File: src/rtl/sdc_pkg.sv
// Package of encodings, widths and timing for the SDRAM command core
package sdc_pkg;
  localparam int BA_W = 3;
  localparam int ADDR_W = 14;
  localparam int COL_W = 10;
  localparam int DQ_W = 16;
  localparam int DM_W = 2;
  localparam int NBANK = 8;
  localparam int ROW_W = 14;
  // Address bit positions
  localparam int A_AP = 10;
  localparam int A_BC = 12;
  // Command codes {ras_n, cas_n, we_n}
  localparam logic [2:0] CMD_WRITE = 3'h4;
  localparam logic [2:0] CMD_PRE = 3'h2;
  localparam logic [2:0] CMD_REF = 3'h1;
  localparam logic [2:0] CMD_ACT = 3'h3;
  // Burst lengths in beats
  localparam logic [3:0] BEATS_CHOP = 4'h4;
  localparam logic [3:0] BEATS_FULL = 4'h8;
  // Timing at the 40 MHz core clock
  localparam int CLK_PERIOD_NS = 25;
  localparam int T_RP_NS = 14;
  localparam int T_RFC_NS = 260;
  localparam int RP_CYC_I = (T_RP_NS + CLK_PERIOD_NS - 1) / CLK_PERIOD_NS;
  localparam int RFC_CYC_I = (T_RFC_NS + CLK_PERIOD_NS - 1) / CLK_PERIOD_NS;
  localparam logic [7:0] RP_CYC = 8'(RP_CYC_I);
  localparam logic [7:0] RFC_CYC = 8'(RFC_CYC_I);
  localparam logic [15:0] REF_CNT_RST = 16'h0000;
  localparam logic [7:0] TMR_ZERO = 8'h00;
  localparam logic [7:0] TMR_ONE = 8'h01;
  localparam logic [3:0] BEAT_ZERO = 4'h0;
  localparam logic [3:0] BEAT_ONE = 4'h1;
  typedef enum logic [2:0] {
    SDC_IDLE = 3'b001,
    SDC_SREF = 3'b010,
    SDC_RFSH = 3'b100
  } sdc_mode_t;
endpackage : sdc_pkg

File: src/rtl/sdc_core.sv
// Command decode, write burst, precharge, refresh and self refresh core
`timescale 1ns/100ps
// Behaviour
// Write decoded from chip-select and strobes
// A10 high closes row after burst
// A12 picks chop or full burst
// Mask high leaves byte unchanged
// Precharge one bank or all
// Controller waits precharge time first
// Other-bank write allowed during autoclose
// Controller activates idle bank first
// Precharge of idle bank is no-op
// Refresh row from internal counter
// Controller keeps average refresh interval
// Only idle commands during refresh time
// At most eight refreshes postponed
// Postponed count spans self refresh
// Sixteen refreshes per two intervals
// Clock enable high for those commands
// Close all rows before refresh
// Self refresh keeps data clocklessly
// First write waits after reference valid
// Deselect registers no new command
// Controller tracks per-bank timers
module sdc_core
  import sdc_pkg::*;
(
  input wire logic sys_clk,
  input wire logic reset_n,
  input wire logic cke,
  input wire logic cs_n,
  input wire logic ras_n,
  input wire logic cas_n,
  input wire logic we_n,
  input wire logic [BA_W-1:0] ba,
  input wire logic [ADDR_W-1:0] addr,
  input wire logic otf_enable,
  input wire logic mode_full_burst,
  input wire logic [DQ_W-1:0] dq_in,
  input wire logic [DM_W-1:0] dm,
  output logic [DQ_W-1:0] wr_data,
  output logic [DM_W-1:0] wr_lane_en,
  output logic [COL_W-1:0] wr_col,
  output logic [BA_W-1:0] wr_bank,
  output logic wr_valid,
  output logic [NBANK-1:0] bank_open,
  output logic [NBANK-1:0] bank_precharging,
  output logic refresh_busy,
  output logic [ROW_W-1:0] refresh_row,
  output logic self_refresh
);
  // ==========================================
  // Command decode
  logic cmd_sel;
  logic is_wr, is_pre, is_ref, is_act, is_sre, is_srx;
  logic cke_prev_q, cke_prev_d;
  // deselect blocks decode
  assign cmd_sel = !cs_n && cke && cke_prev_q;
  // write code match
  assign is_wr = cmd_sel && ({ras_n, cas_n, we_n} == CMD_WRITE);
  assign is_pre = cmd_sel && ({ras_n, cas_n, we_n} == CMD_PRE);
  assign is_act = cmd_sel && ({ras_n, cas_n, we_n} == CMD_ACT);
  assign is_ref = cmd_sel && ({ras_n, cas_n, we_n} == CMD_REF);
  assign is_sre = cke_prev_q && !cke && !cs_n && ({ras_n, cas_n, we_n} == CMD_REF);
  assign is_srx = !cke_prev_q && cke;

  // ==========================================
  // Write burst
  logic [3:0] beats_q, beats_d;
  logic [BA_W-1:0] bank_q, bank_d;
  logic [COL_W-1:0] col_q, col_d;
  logic ap_q, ap_d;
  logic [DQ_W-1:0] data_q, data_d;
  logic [DM_W-1:0] lane_q, lane_d;
  logic valid_q, valid_d;
  logic ap_fire;
  always_comb begin
    beats_d = beats_q;
    bank_d = bank_q;
    col_d = col_q;
    ap_d = ap_q;
    valid_d = 1'b0;
    data_d = data_q;
    lane_d = lane_q;
    ap_fire = 1'b0;
    if (beats_q != BEAT_ZERO) begin
      valid_d = 1'b1;
      data_d = dq_in;
      // mask high disables lane
      lane_d = ~dm;
      col_d = col_q + 10'h001;
      beats_d = beats_q - BEAT_ONE;
      // close row on the cycle of the last beat
      ap_fire = ap_q && (beats_q == BEAT_ONE);
    end
    // new write accepted while another bank autocloses
    if (is_wr && (beats_q == BEAT_ZERO || beats_q == BEAT_ONE)) begin
      bank_d = ba;
      col_d = addr[COL_W-1:0] - 10'h001;
      // autoclose flag sampled
      ap_d = addr[A_AP];
      // burst length choice
      if (otf_enable) begin
        beats_d = addr[A_BC] ? BEATS_FULL : BEATS_CHOP;
      end else begin
        beats_d = mode_full_burst ? BEATS_FULL : BEATS_CHOP;
      end
    end
  end
  always_ff @(posedge sys_clk or negedge reset_n) begin
    if (!reset_n) begin
      beats_q <= BEAT_ZERO;
      bank_q <= '0;
      col_q <= '0;
      ap_q <= 1'b0;
      data_q <= '0;
      lane_q <= '0;
      valid_q <= 1'b0;
    end else begin
      beats_q <= beats_d;
      bank_q <= bank_d;
      col_q <= col_d;
      ap_q <= ap_d;
      data_q <= data_d;
      lane_q <= lane_d;
      valid_q <= valid_d;
    end
  end

  // ==========================================
  // Per-bank state
  logic [NBANK-1:0] open_q, open_d, prech_q, prech_d;
  logic [7:0] ptmr_q [NBANK];
  logic [7:0] ptmr_d [NBANK];
  genvar gb;
  generate
    for (gb = 0; gb < NBANK; gb++) begin : g_bank
      logic hit;
      // all banks or addressed bank
      assign hit = is_pre && (addr[A_AP] || ba == BA_W'(gb));
      always_comb begin
        open_d[gb] = open_q[gb];
        prech_d[gb] = prech_q[gb];
        ptmr_d[gb] = ptmr_q[gb];
        if (ptmr_q[gb] != TMR_ZERO) begin
          ptmr_d[gb] = ptmr_q[gb] - TMR_ONE;
          if (ptmr_q[gb] == TMR_ONE) begin
            prech_d[gb] = 1'b0;
          end
        end
        if (is_act && ba == BA_W'(gb)) begin
          open_d[gb] = 1'b1;
        end
        // timer restarts from latest precharge; idle bank stays closed and not precharging
        if (hit || (ap_fire && bank_q == BA_W'(gb))) begin
          ptmr_d[gb] = RP_CYC;
          prech_d[gb] = open_q[gb] || prech_q[gb];
          open_d[gb] = 1'b0;
        end
      end
      always_ff @(posedge sys_clk or negedge reset_n) begin
        if (!reset_n) begin
          open_q[gb] <= 1'b0;
          prech_q[gb] <= 1'b0;
          ptmr_q[gb] <= TMR_ZERO;
        end else begin
          open_q[gb] <= open_d[gb];
          prech_q[gb] <= prech_d[gb];
          ptmr_q[gb] <= ptmr_d[gb];
        end
      end
    end
  endgenerate

  // ==========================================
  // Refresh and self refresh
  sdc_mode_t mode_q, mode_d;
  logic [7:0] rtmr_q, rtmr_d;
  logic [15:0] rcnt_q, rcnt_d;
  always_comb begin
    mode_d = mode_q;
    rtmr_d = rtmr_q;
    rcnt_d = rcnt_q;
    cke_prev_d = cke;
    unique case (mode_q)
      SDC_IDLE: begin
        if (is_sre) begin
          mode_d = SDC_SREF;
          rcnt_d = rcnt_q + 16'h0001;
        // one refresh from internal counter
        end else if (is_ref) begin
          mode_d = SDC_RFSH;
          rtmr_d = RFC_CYC;
          rcnt_d = rcnt_q + 16'h0001;
        end
      end
      SDC_RFSH: begin
        rtmr_d = rtmr_q - TMR_ONE;
        if (rtmr_q == TMR_ONE) begin
          mode_d = SDC_IDLE;
        end
      end
      // contents held until clock enable returns
      SDC_SREF: begin
        if (is_srx) begin
          mode_d = SDC_IDLE;
        end
      end
    endcase
  end
  always_ff @(posedge sys_clk or negedge reset_n) begin
    if (!reset_n) begin
      mode_q <= SDC_IDLE;
      rtmr_q <= TMR_ZERO;
      rcnt_q <= REF_CNT_RST;
      cke_prev_q <= 1'b0;
    end else begin
      mode_q <= mode_d;
      rtmr_q <= rtmr_d;
      rcnt_q <= rcnt_d;
      cke_prev_q <= cke_prev_d;
    end
  end

  assign wr_data = data_q;
  assign wr_lane_en = lane_q;
  assign wr_col = col_q;
  assign wr_bank = bank_q;
  assign wr_valid = valid_q;
  assign bank_open = open_q;
  assign bank_precharging = prech_q;
  assign refresh_busy = (mode_q == SDC_RFSH);
  assign refresh_row = rcnt_q[ROW_W-1:0];
  assign self_refresh = (mode_q == SDC_SREF);

  // ==========================================
  // Checks
  AST_DESEL: assert property (@(posedge sys_clk) disable iff (!reset_n)
    cs_n && beats_q == BEAT_ZERO |=> beats_q == BEAT_ZERO)
    else $error("write started on deselect");
  AST_LANE: assert property (@(posedge sys_clk) disable iff (!reset_n)
    beats_q != BEAT_ZERO |=> wr_lane_en == ~$past(dm)) else $error("mask not applied");
  AST_CHOP: assert property (@(posedge sys_clk) disable iff (!reset_n)
    is_wr && otf_enable && !addr[A_BC] && beats_q == BEAT_ZERO |=> beats_q == BEATS_CHOP)
    else $error("chop burst length wrong");
  AST_PREALL: assert property (@(posedge sys_clk) disable iff (!reset_n)
    is_pre && addr[A_AP] && !is_act |=> bank_open == '0) else $error("precharge all missed");
  AST_REFT: assert property (@(posedge sys_clk) disable iff (!reset_n)
    is_ref && mode_q == SDC_IDLE |=> refresh_busy [*2]) else $error("refresh not held");
  AST_REFCNT: assert property (@(posedge sys_clk) disable iff (!reset_n)
    is_ref && mode_q == SDC_IDLE |=> refresh_row == $past(refresh_row) + 14'h0001)
    else $error("refresh row not advanced");
  AST_AP: assert property (@(posedge sys_clk) disable iff (!reset_n)
    ap_fire && open_q[bank_q] |=> bank_precharging[$past(bank_q)])
    else $error("autoclose missed");
  AST_SREF: assert property (@(posedge sys_clk) disable iff (!reset_n)
    self_refresh && !cke |=> self_refresh) else $error("self refresh left early");
endmodule : sdc_core

File: config.mk
export PLATFORM = sky130hd
export DESIGN_NAME = sdc_core
export DESIGN_NICKNAME = d
export VERILOG_FILES = /design/src/rtl/sdc_pkg.sv /design/src/rtl/sdc_core.sv
export SDC_FILE = /design/constraint.sdc
export NUM_CORES = 1
export LEC_CHECK = 0
export BUFFER_PORTS_ARGS = -buffer_cell sky130_fd_sc_hd__buf_2
export CAP_MARGIN = 10
export CORE_MARGIN = 4
export CORE_UTILIZATION = 30
export DETAILED_ROUTE_END_ITERATION = 10
export SYNTH_ARGS = -nofsm -noshare
export SYNTH_HDL_FRONTEND = slang
export SYNTH_SLANG_ARGS = --single-unit
export TNS_END_PERCENT = 1
File: constraint.sdc
create_clock -name sys_clk -period 3.66 [get_ports sys_clk]
set_input_delay 0.549 -clock sys_clk [delete_from_list [all_inputs] [get_ports sys_clk]]
set_output_delay 0.549 -clock sys_clk [all_outputs]
set_load 0.05 [all_outputs]
# ---- After elaboration in Yosys (flattened, before gate mapping)
# Index checks and enable logic that the tools add are counted.
dict set report totals {
  reg_bits 145
  input_bits 44
  wordCells 274
}
dict set report classes {
  bitwise 1
  n_reduce_logical 114
  eq_ne 36
  addsub 13
  n_mux 75
}
# op count
set op_table {}
lappend op_table {{8-bit two-way mux} 18}
lappend op_table {{8-bit by 1-bit equality test with 1-bit output (second input constant)} 9}
lappend op_table {{8-bit by 1-bit subtractor with 8-bit output (second input constant)} 9}
lappend op_table {{8-bit nonzero test} 8}
lappend op_table {{2-bit nonzero test} 27}
lappend op_table {{1-bit two-way mux} 42}
lappend op_table {{1-bit logical AND} 36}
lappend op_table {{16-bit two-way mux} 2}
lappend op_table {{3-bit equality test (second input constant)} 10}
lappend op_table {{1-bit logical OR} 25}
lappend op_table {{3-bit by 2-bit equality test with 1-bit output (second input constant)} 7}
lappend op_table {{10-bit two-way mux} 2}
lappend op_table {{4-bit two-way mux} 5}
lappend op_table {{2-bit AND reduction} 9}
lappend op_table {{16-bit by 1-bit adder with 16-bit output (second input constant)} 1}
lappend op_table {{8-bit case mux with 2 select lines} 1}
lappend op_table {{3-bit by 1-bit equality test with 1-bit output (second input constant)} 4}
lappend op_table {{3-bit two-way mux} 4}
lappend op_table {{10-bit by 1-bit adder with 10-bit output (second input constant)} 1}
lappend op_table {{10-bit by 1-bit subtractor with 10-bit output (second input constant)} 1}
lappend op_table {{3-bit case mux with 3 select lines} 1}
lappend op_table {{3-bit zero test} 2}
lappend op_table {{3-bit AND reduction} 2}
lappend op_table {{4-bit by 1-bit equality test with 1-bit output (second input constant)} 1}
lappend op_table {{other kinds (8)} 12}

# ---- Longest topological paths before layout
dict set report logic_depth {
  word_depth 8
  depth_mapped 8
  depth_no_buf 6
}

# ---- Worst setup path after synthesis
# Ideal clock, no wire load.
dict set report synth_timing {
  path_kind {input port to flip-flop}
  startpoint {input port cs_n}
  endpoint {register col_q[8], in the netlist wr_col[8]}
  n_path_buf 2
  path_slack_ps 1366
  arrival_ps 2168
  setup_ps 126
  path_stages 6
  required_time_ps 3534
  cell_sequence {or3b_1 > buf_6 > or4_4 > buf_6 > a21o_1 > a221o_1}
}
dict set report synth_between {
  elab_chain_len 6
  word_cells_on_any_way 7
  cone_classes {mux (1); reduce/logical (6)}
}
# item line
set synth_lines {}
lappend synth_lines {{start: declaration} sdc_core.sv:31} ;# input wire logic cs_n,
lappend synth_lines {{1-bit zero test (*)} sdc_core.sv:58} ;# assign cmd_sel = !cs_n && cke && cke_prev_q;
lappend synth_lines {{1-bit logical AND (*) (2 in series)} sdc_core.sv:58}
lappend synth_lines {{1-bit logical AND (*)} sdc_core.sv:60} ;# assign is_wr = cmd_sel && ({ras_n, cas_n, we_n} == CMD_WRITE);
lappend synth_lines {{1-bit logical AND (*)} sdc_core.sv:97} ;# if (is_wr && (beats_q == BEAT_ZERO || beats_q == BEAT_ONE)) begin
lappend synth_lines {{10-bit two-way mux or 2-bit nonzero test (tied branches)} --}
lappend synth_lines {{end signal: assignment} sdc_core.sv:122} ;# col_q <= col_d;
lappend synth_lines {{end: declaration} sdc_core.sv:71} ;# logic [COL_W-1:0] col_q, col_d;
# Every way passes the cells marked *; elsewhere a longest branch is shown, timed or not.
# A chain may end at the register's enable or synchronous reset.

# ---- Worst setup path after layout
dict set report layout_timing {
  startpoint {register mode_q[1]}
  endpoint {output port refresh_busy}
}
dict set report layout_between {
  elab_chain_len 1
}
# item line
set layout_lines {}
lappend layout_lines {{start: declaration} sdc_core.sv:177} ;# sdc_mode_t mode_q, mode_d;
lappend layout_lines {{start signal: assignment} sdc_core.sv:218} ;# mode_q <= mode_d;
lappend layout_lines {{3-bit equality test} sdc_core.sv:232} ;# assign refresh_busy = (mode_q == SDC_RFSH);
lappend layout_lines {{end: declaration} sdc_core.sv:48} ;# output logic refresh_busy,
# Every way passes these cells.

==> run summary <==
core area: 24500 µm²
dpl ws: 1.09 ns
CP Capture Type: output port
Seq cells post-synth: 143
Post-Syn Instances: 784
most common cell after layout, fill and taps aside: dfrtp_1
setup TNS: 0 ns
Least-Margin Pin Slew: 0.885 ns
Avg Cell Area, Syn: 9.56 µm²
WP data arrival: 1.93 ns
period utilization: 67.7%
io pins: 108
setup bufs post-CTS: 0
CP startpoint: mode_q[1]$_DFFE_PN0P_
Avg WL per Cell: 14.0 µm
layout cells sized above 1: 17.9%
Fill cells: 2476
Max Freq: 404 MHz
Tmin final: 2.48 ns
most frequent cells in the layout: 142 x dfrtp_1, 104 x buf_2, 97 x nand2_1
largest net degree at the start of global routing: 83
async set-reset flop share out of synthesis: 100%
GP Congestion: 0.795
r2r startpoint: beats_q[0]$_DFFE_PN0P_
Syn Nets: 860
post-route worst setup slack: 1.18 ns
final wirelength: 17.3 mm
reg-to-reg setup timing slack: 1.26 ns
critical path class: flip-flop to output port
Initial DRC Count: 457
post-layout util: 37.0%
TritonRoute pass-1 iters: 5
Synth cell types: 63
Pleak: 4.18 nW
Reg-to-Reg End: bank_precharging[5]$_DFFE_PN0P_
clk_lat worst skew: 0.42 ns
via/cell ratio: 4.87
pwr dens: 817 nW/µm²
initial antenna violation count: 2
CP Max Fanout: 7
Post-DRT Antenna Nets: 0
Vias: 6028
Seq/Total Area, Yosys: 47.7%
Post-synth EDFFs: 0
Final Max Slew Viols: 0
final instance area: 9050 µm²
Hold Violations, Final: 0
max cap viols: 0
vias in the first global route: 5912
Hold Path Class: input port to asynchronous set/reset pin
Worst Skew: 0.00992 ns
crit path capture: refresh_busy
placed cell areas: 8420 µm²
clk sinks: 143
max_slew headroom: 40.5%
R2R depth: 6
synthesized cell area: 7500 µm²
IO Port Bufs: 105
RSZ-0062 raised after global routing: no
hold_buf cts: 0
Worst VDD drop: 340 µV
gr ovfl total: 0
Syn-to-layout area delta: 20.8%
CTS root buf: clkbuf_16
initial core utilization: 30.6%
TritonCTS clock tree: done
htree depth: 4
Remaining DRCs: 0
FP Rows: 57
Clock Pin Slew Worst Setup and Hold Paths: 0.06 ns
cts repair resizes: 0
Clock Path Buffers: 2
yosys warns: 0
CP required: 3.11 ns
status: completed
Die Span Y: 166 µm
final setup fails: 0
GRT Overall Usage: 12.8%
nets@finish: 973
Die X-Extent: 166 µm
full die area: 27600 µm²
total CTS buffers: 17
startpoint types: flip-flop
top_reg_cell synth: dfrtp_1
first-pass GRT wire length: 29.4 mm
post-DP HPWL: 12.4 mm
## layout make-up
type | instances | area (µm²) | area share [%]
clock buffers | 23 | 498 | 5.50
multi-input cells | 588 | 3710 | 40.9
inverters | 36 | 135 | 1.49
well taps | 324 | 405 | 4.48
clock inverters | 9 | 131 | 1.45
flip-flops and latches | 143 | 3580 | 39.5
diodes | 4 | 10.0 | 0.111
repair buffers | 111 | 589 | 6.51
## how the worst min path moves through the flow
stage / start / end / slack, ns / cells after the start
after floorplan: reset_n / ap_q$_DFFE_PN0P_ / 0.25 / 0
after global placement: wr_data[9]$_DFFE_PN0P_ / wr_data[9]$_DFFE_PN0P_ / 0.45 / 2
after detailed placement: wr_data[5]$_DFFE_PN0P_ / wr_data[5]$_DFFE_PN0P_ / 0.45 / 2
after CTS: reset_n / wr_lane_en[0]$_DFFE_PN0P_ / 0.21 / 1
after global routing: reset_n / wr_lane_en[0]$_DFFE_PN0P_ / 0.25 / 1
final: reset_n / wr_lane_en[0]$_DFFE_PN0P_ / 0.18 / 1
## worst max-delay path: stages, from the launching register on
cell and delay, ns:
dfrtp_1 0.43, or3b_2 0.55, inv_1 0.21, buf_2 0.32
## Yosys cell counts (all sizes together) (4+ instances only)
cell type | number | area (µm²)
or3b | 7 | 61.3
buf | 4 | 32.5
or3 | 12 | 75.1
xnor2 | 29 | 254
ha | 32 | 400
nor3 | 27 | 135
a31oi | 12 | 75.1
nor4 | 11 | 83.8
or2 | 8 | 50.1
nand2b | 13 | 81.3
nor2 | 86 | 323
a21oi | 37 | 185
nor3b | 11 | 82.6
o31ai | 5 | 37.5
nand4b | 6 | 52.6
and3 | 5 | 31.3
nand4 | 12 | 75.1
nor2b | 9 | 56.3
inv | 35 | 131
xor2 | 20 | 175
nand3 | 22 | 110
a2111oi | 4 | 35.0
nand3b | 12 | 90.1
a311oi | 6 | 52.6
or4 | 10 | 78.8
dfrtp | 142 | 3550
o21ai | 17 | 85.1
clkbuf | 13 | 48.8
mux2i | 7 | 70.1
a221o | 4 | 40.0
o22ai | 6 | 37.5
nand2 | 97 | 364
o211ai | 7 | 52.6
a211oi | 12 | 90.1
a22o | 4 | 35.0
and4 | 6 | 52.6
## state kept, by name, summed over array words and instances (netlist names)
register / cells
ptmr_q: 64
wr_data: 16
rcnt_q: 14
wr_col: 10
bank_open: 8
bank_precharging: 8
rtmr_q: 8
beats_q: 4
mode_q: 3
wr_bank: 3
wr_lane_en: 2
ap_q: 1
cke_prev_q: 1
wr_valid: 1
## where the power goes
part	switching (mW)	total, mW	internal [mW]
logic	1.73	2.77	1.04
clock network	0.677	1.84	1.16
registers	0.609	2.79	2.18
## routing by layer
metal	track usage, %	routed length, µm
met5	0	12
met4	4.27	265
met3	3.17	761
met2	20.7	8150
met1	16.7	8150
## stage by stage
stage | power (mW) | hold slack, ns | instances
floorplan | 4.90 | 0.253 | 784
global placement | 5.52 | 0.446 | 1202
finish | 7.40 | 0.175 | 1238
CTS | 7.48 | 0.206 | 1234
detailed placement | 5.59 | 0.451 | 1202
global route | 7.98 | 0.252 | 1235
## kinds of logic (layout without fill, tap and decap cells)
logic type / count (synthesis) / count (layout) / synth area share, %
AOI/OAI and AO/OA: 134 / 134 / 11.9
DFF: 143 / 143 / 47.7
muxes: 8 / 8 / 1.08
and+or+nand+nor: 365 / 365 / 25.3
buffers and inverters: 53 / 179 / 2.89
adders and majority gates: 32 / 32 / 5.34
other: 0 / 4 / 0
xor gates and xnor gates: 49 / 49 / 5.72
Note: power is estimated with default switching activity, not from simulation.
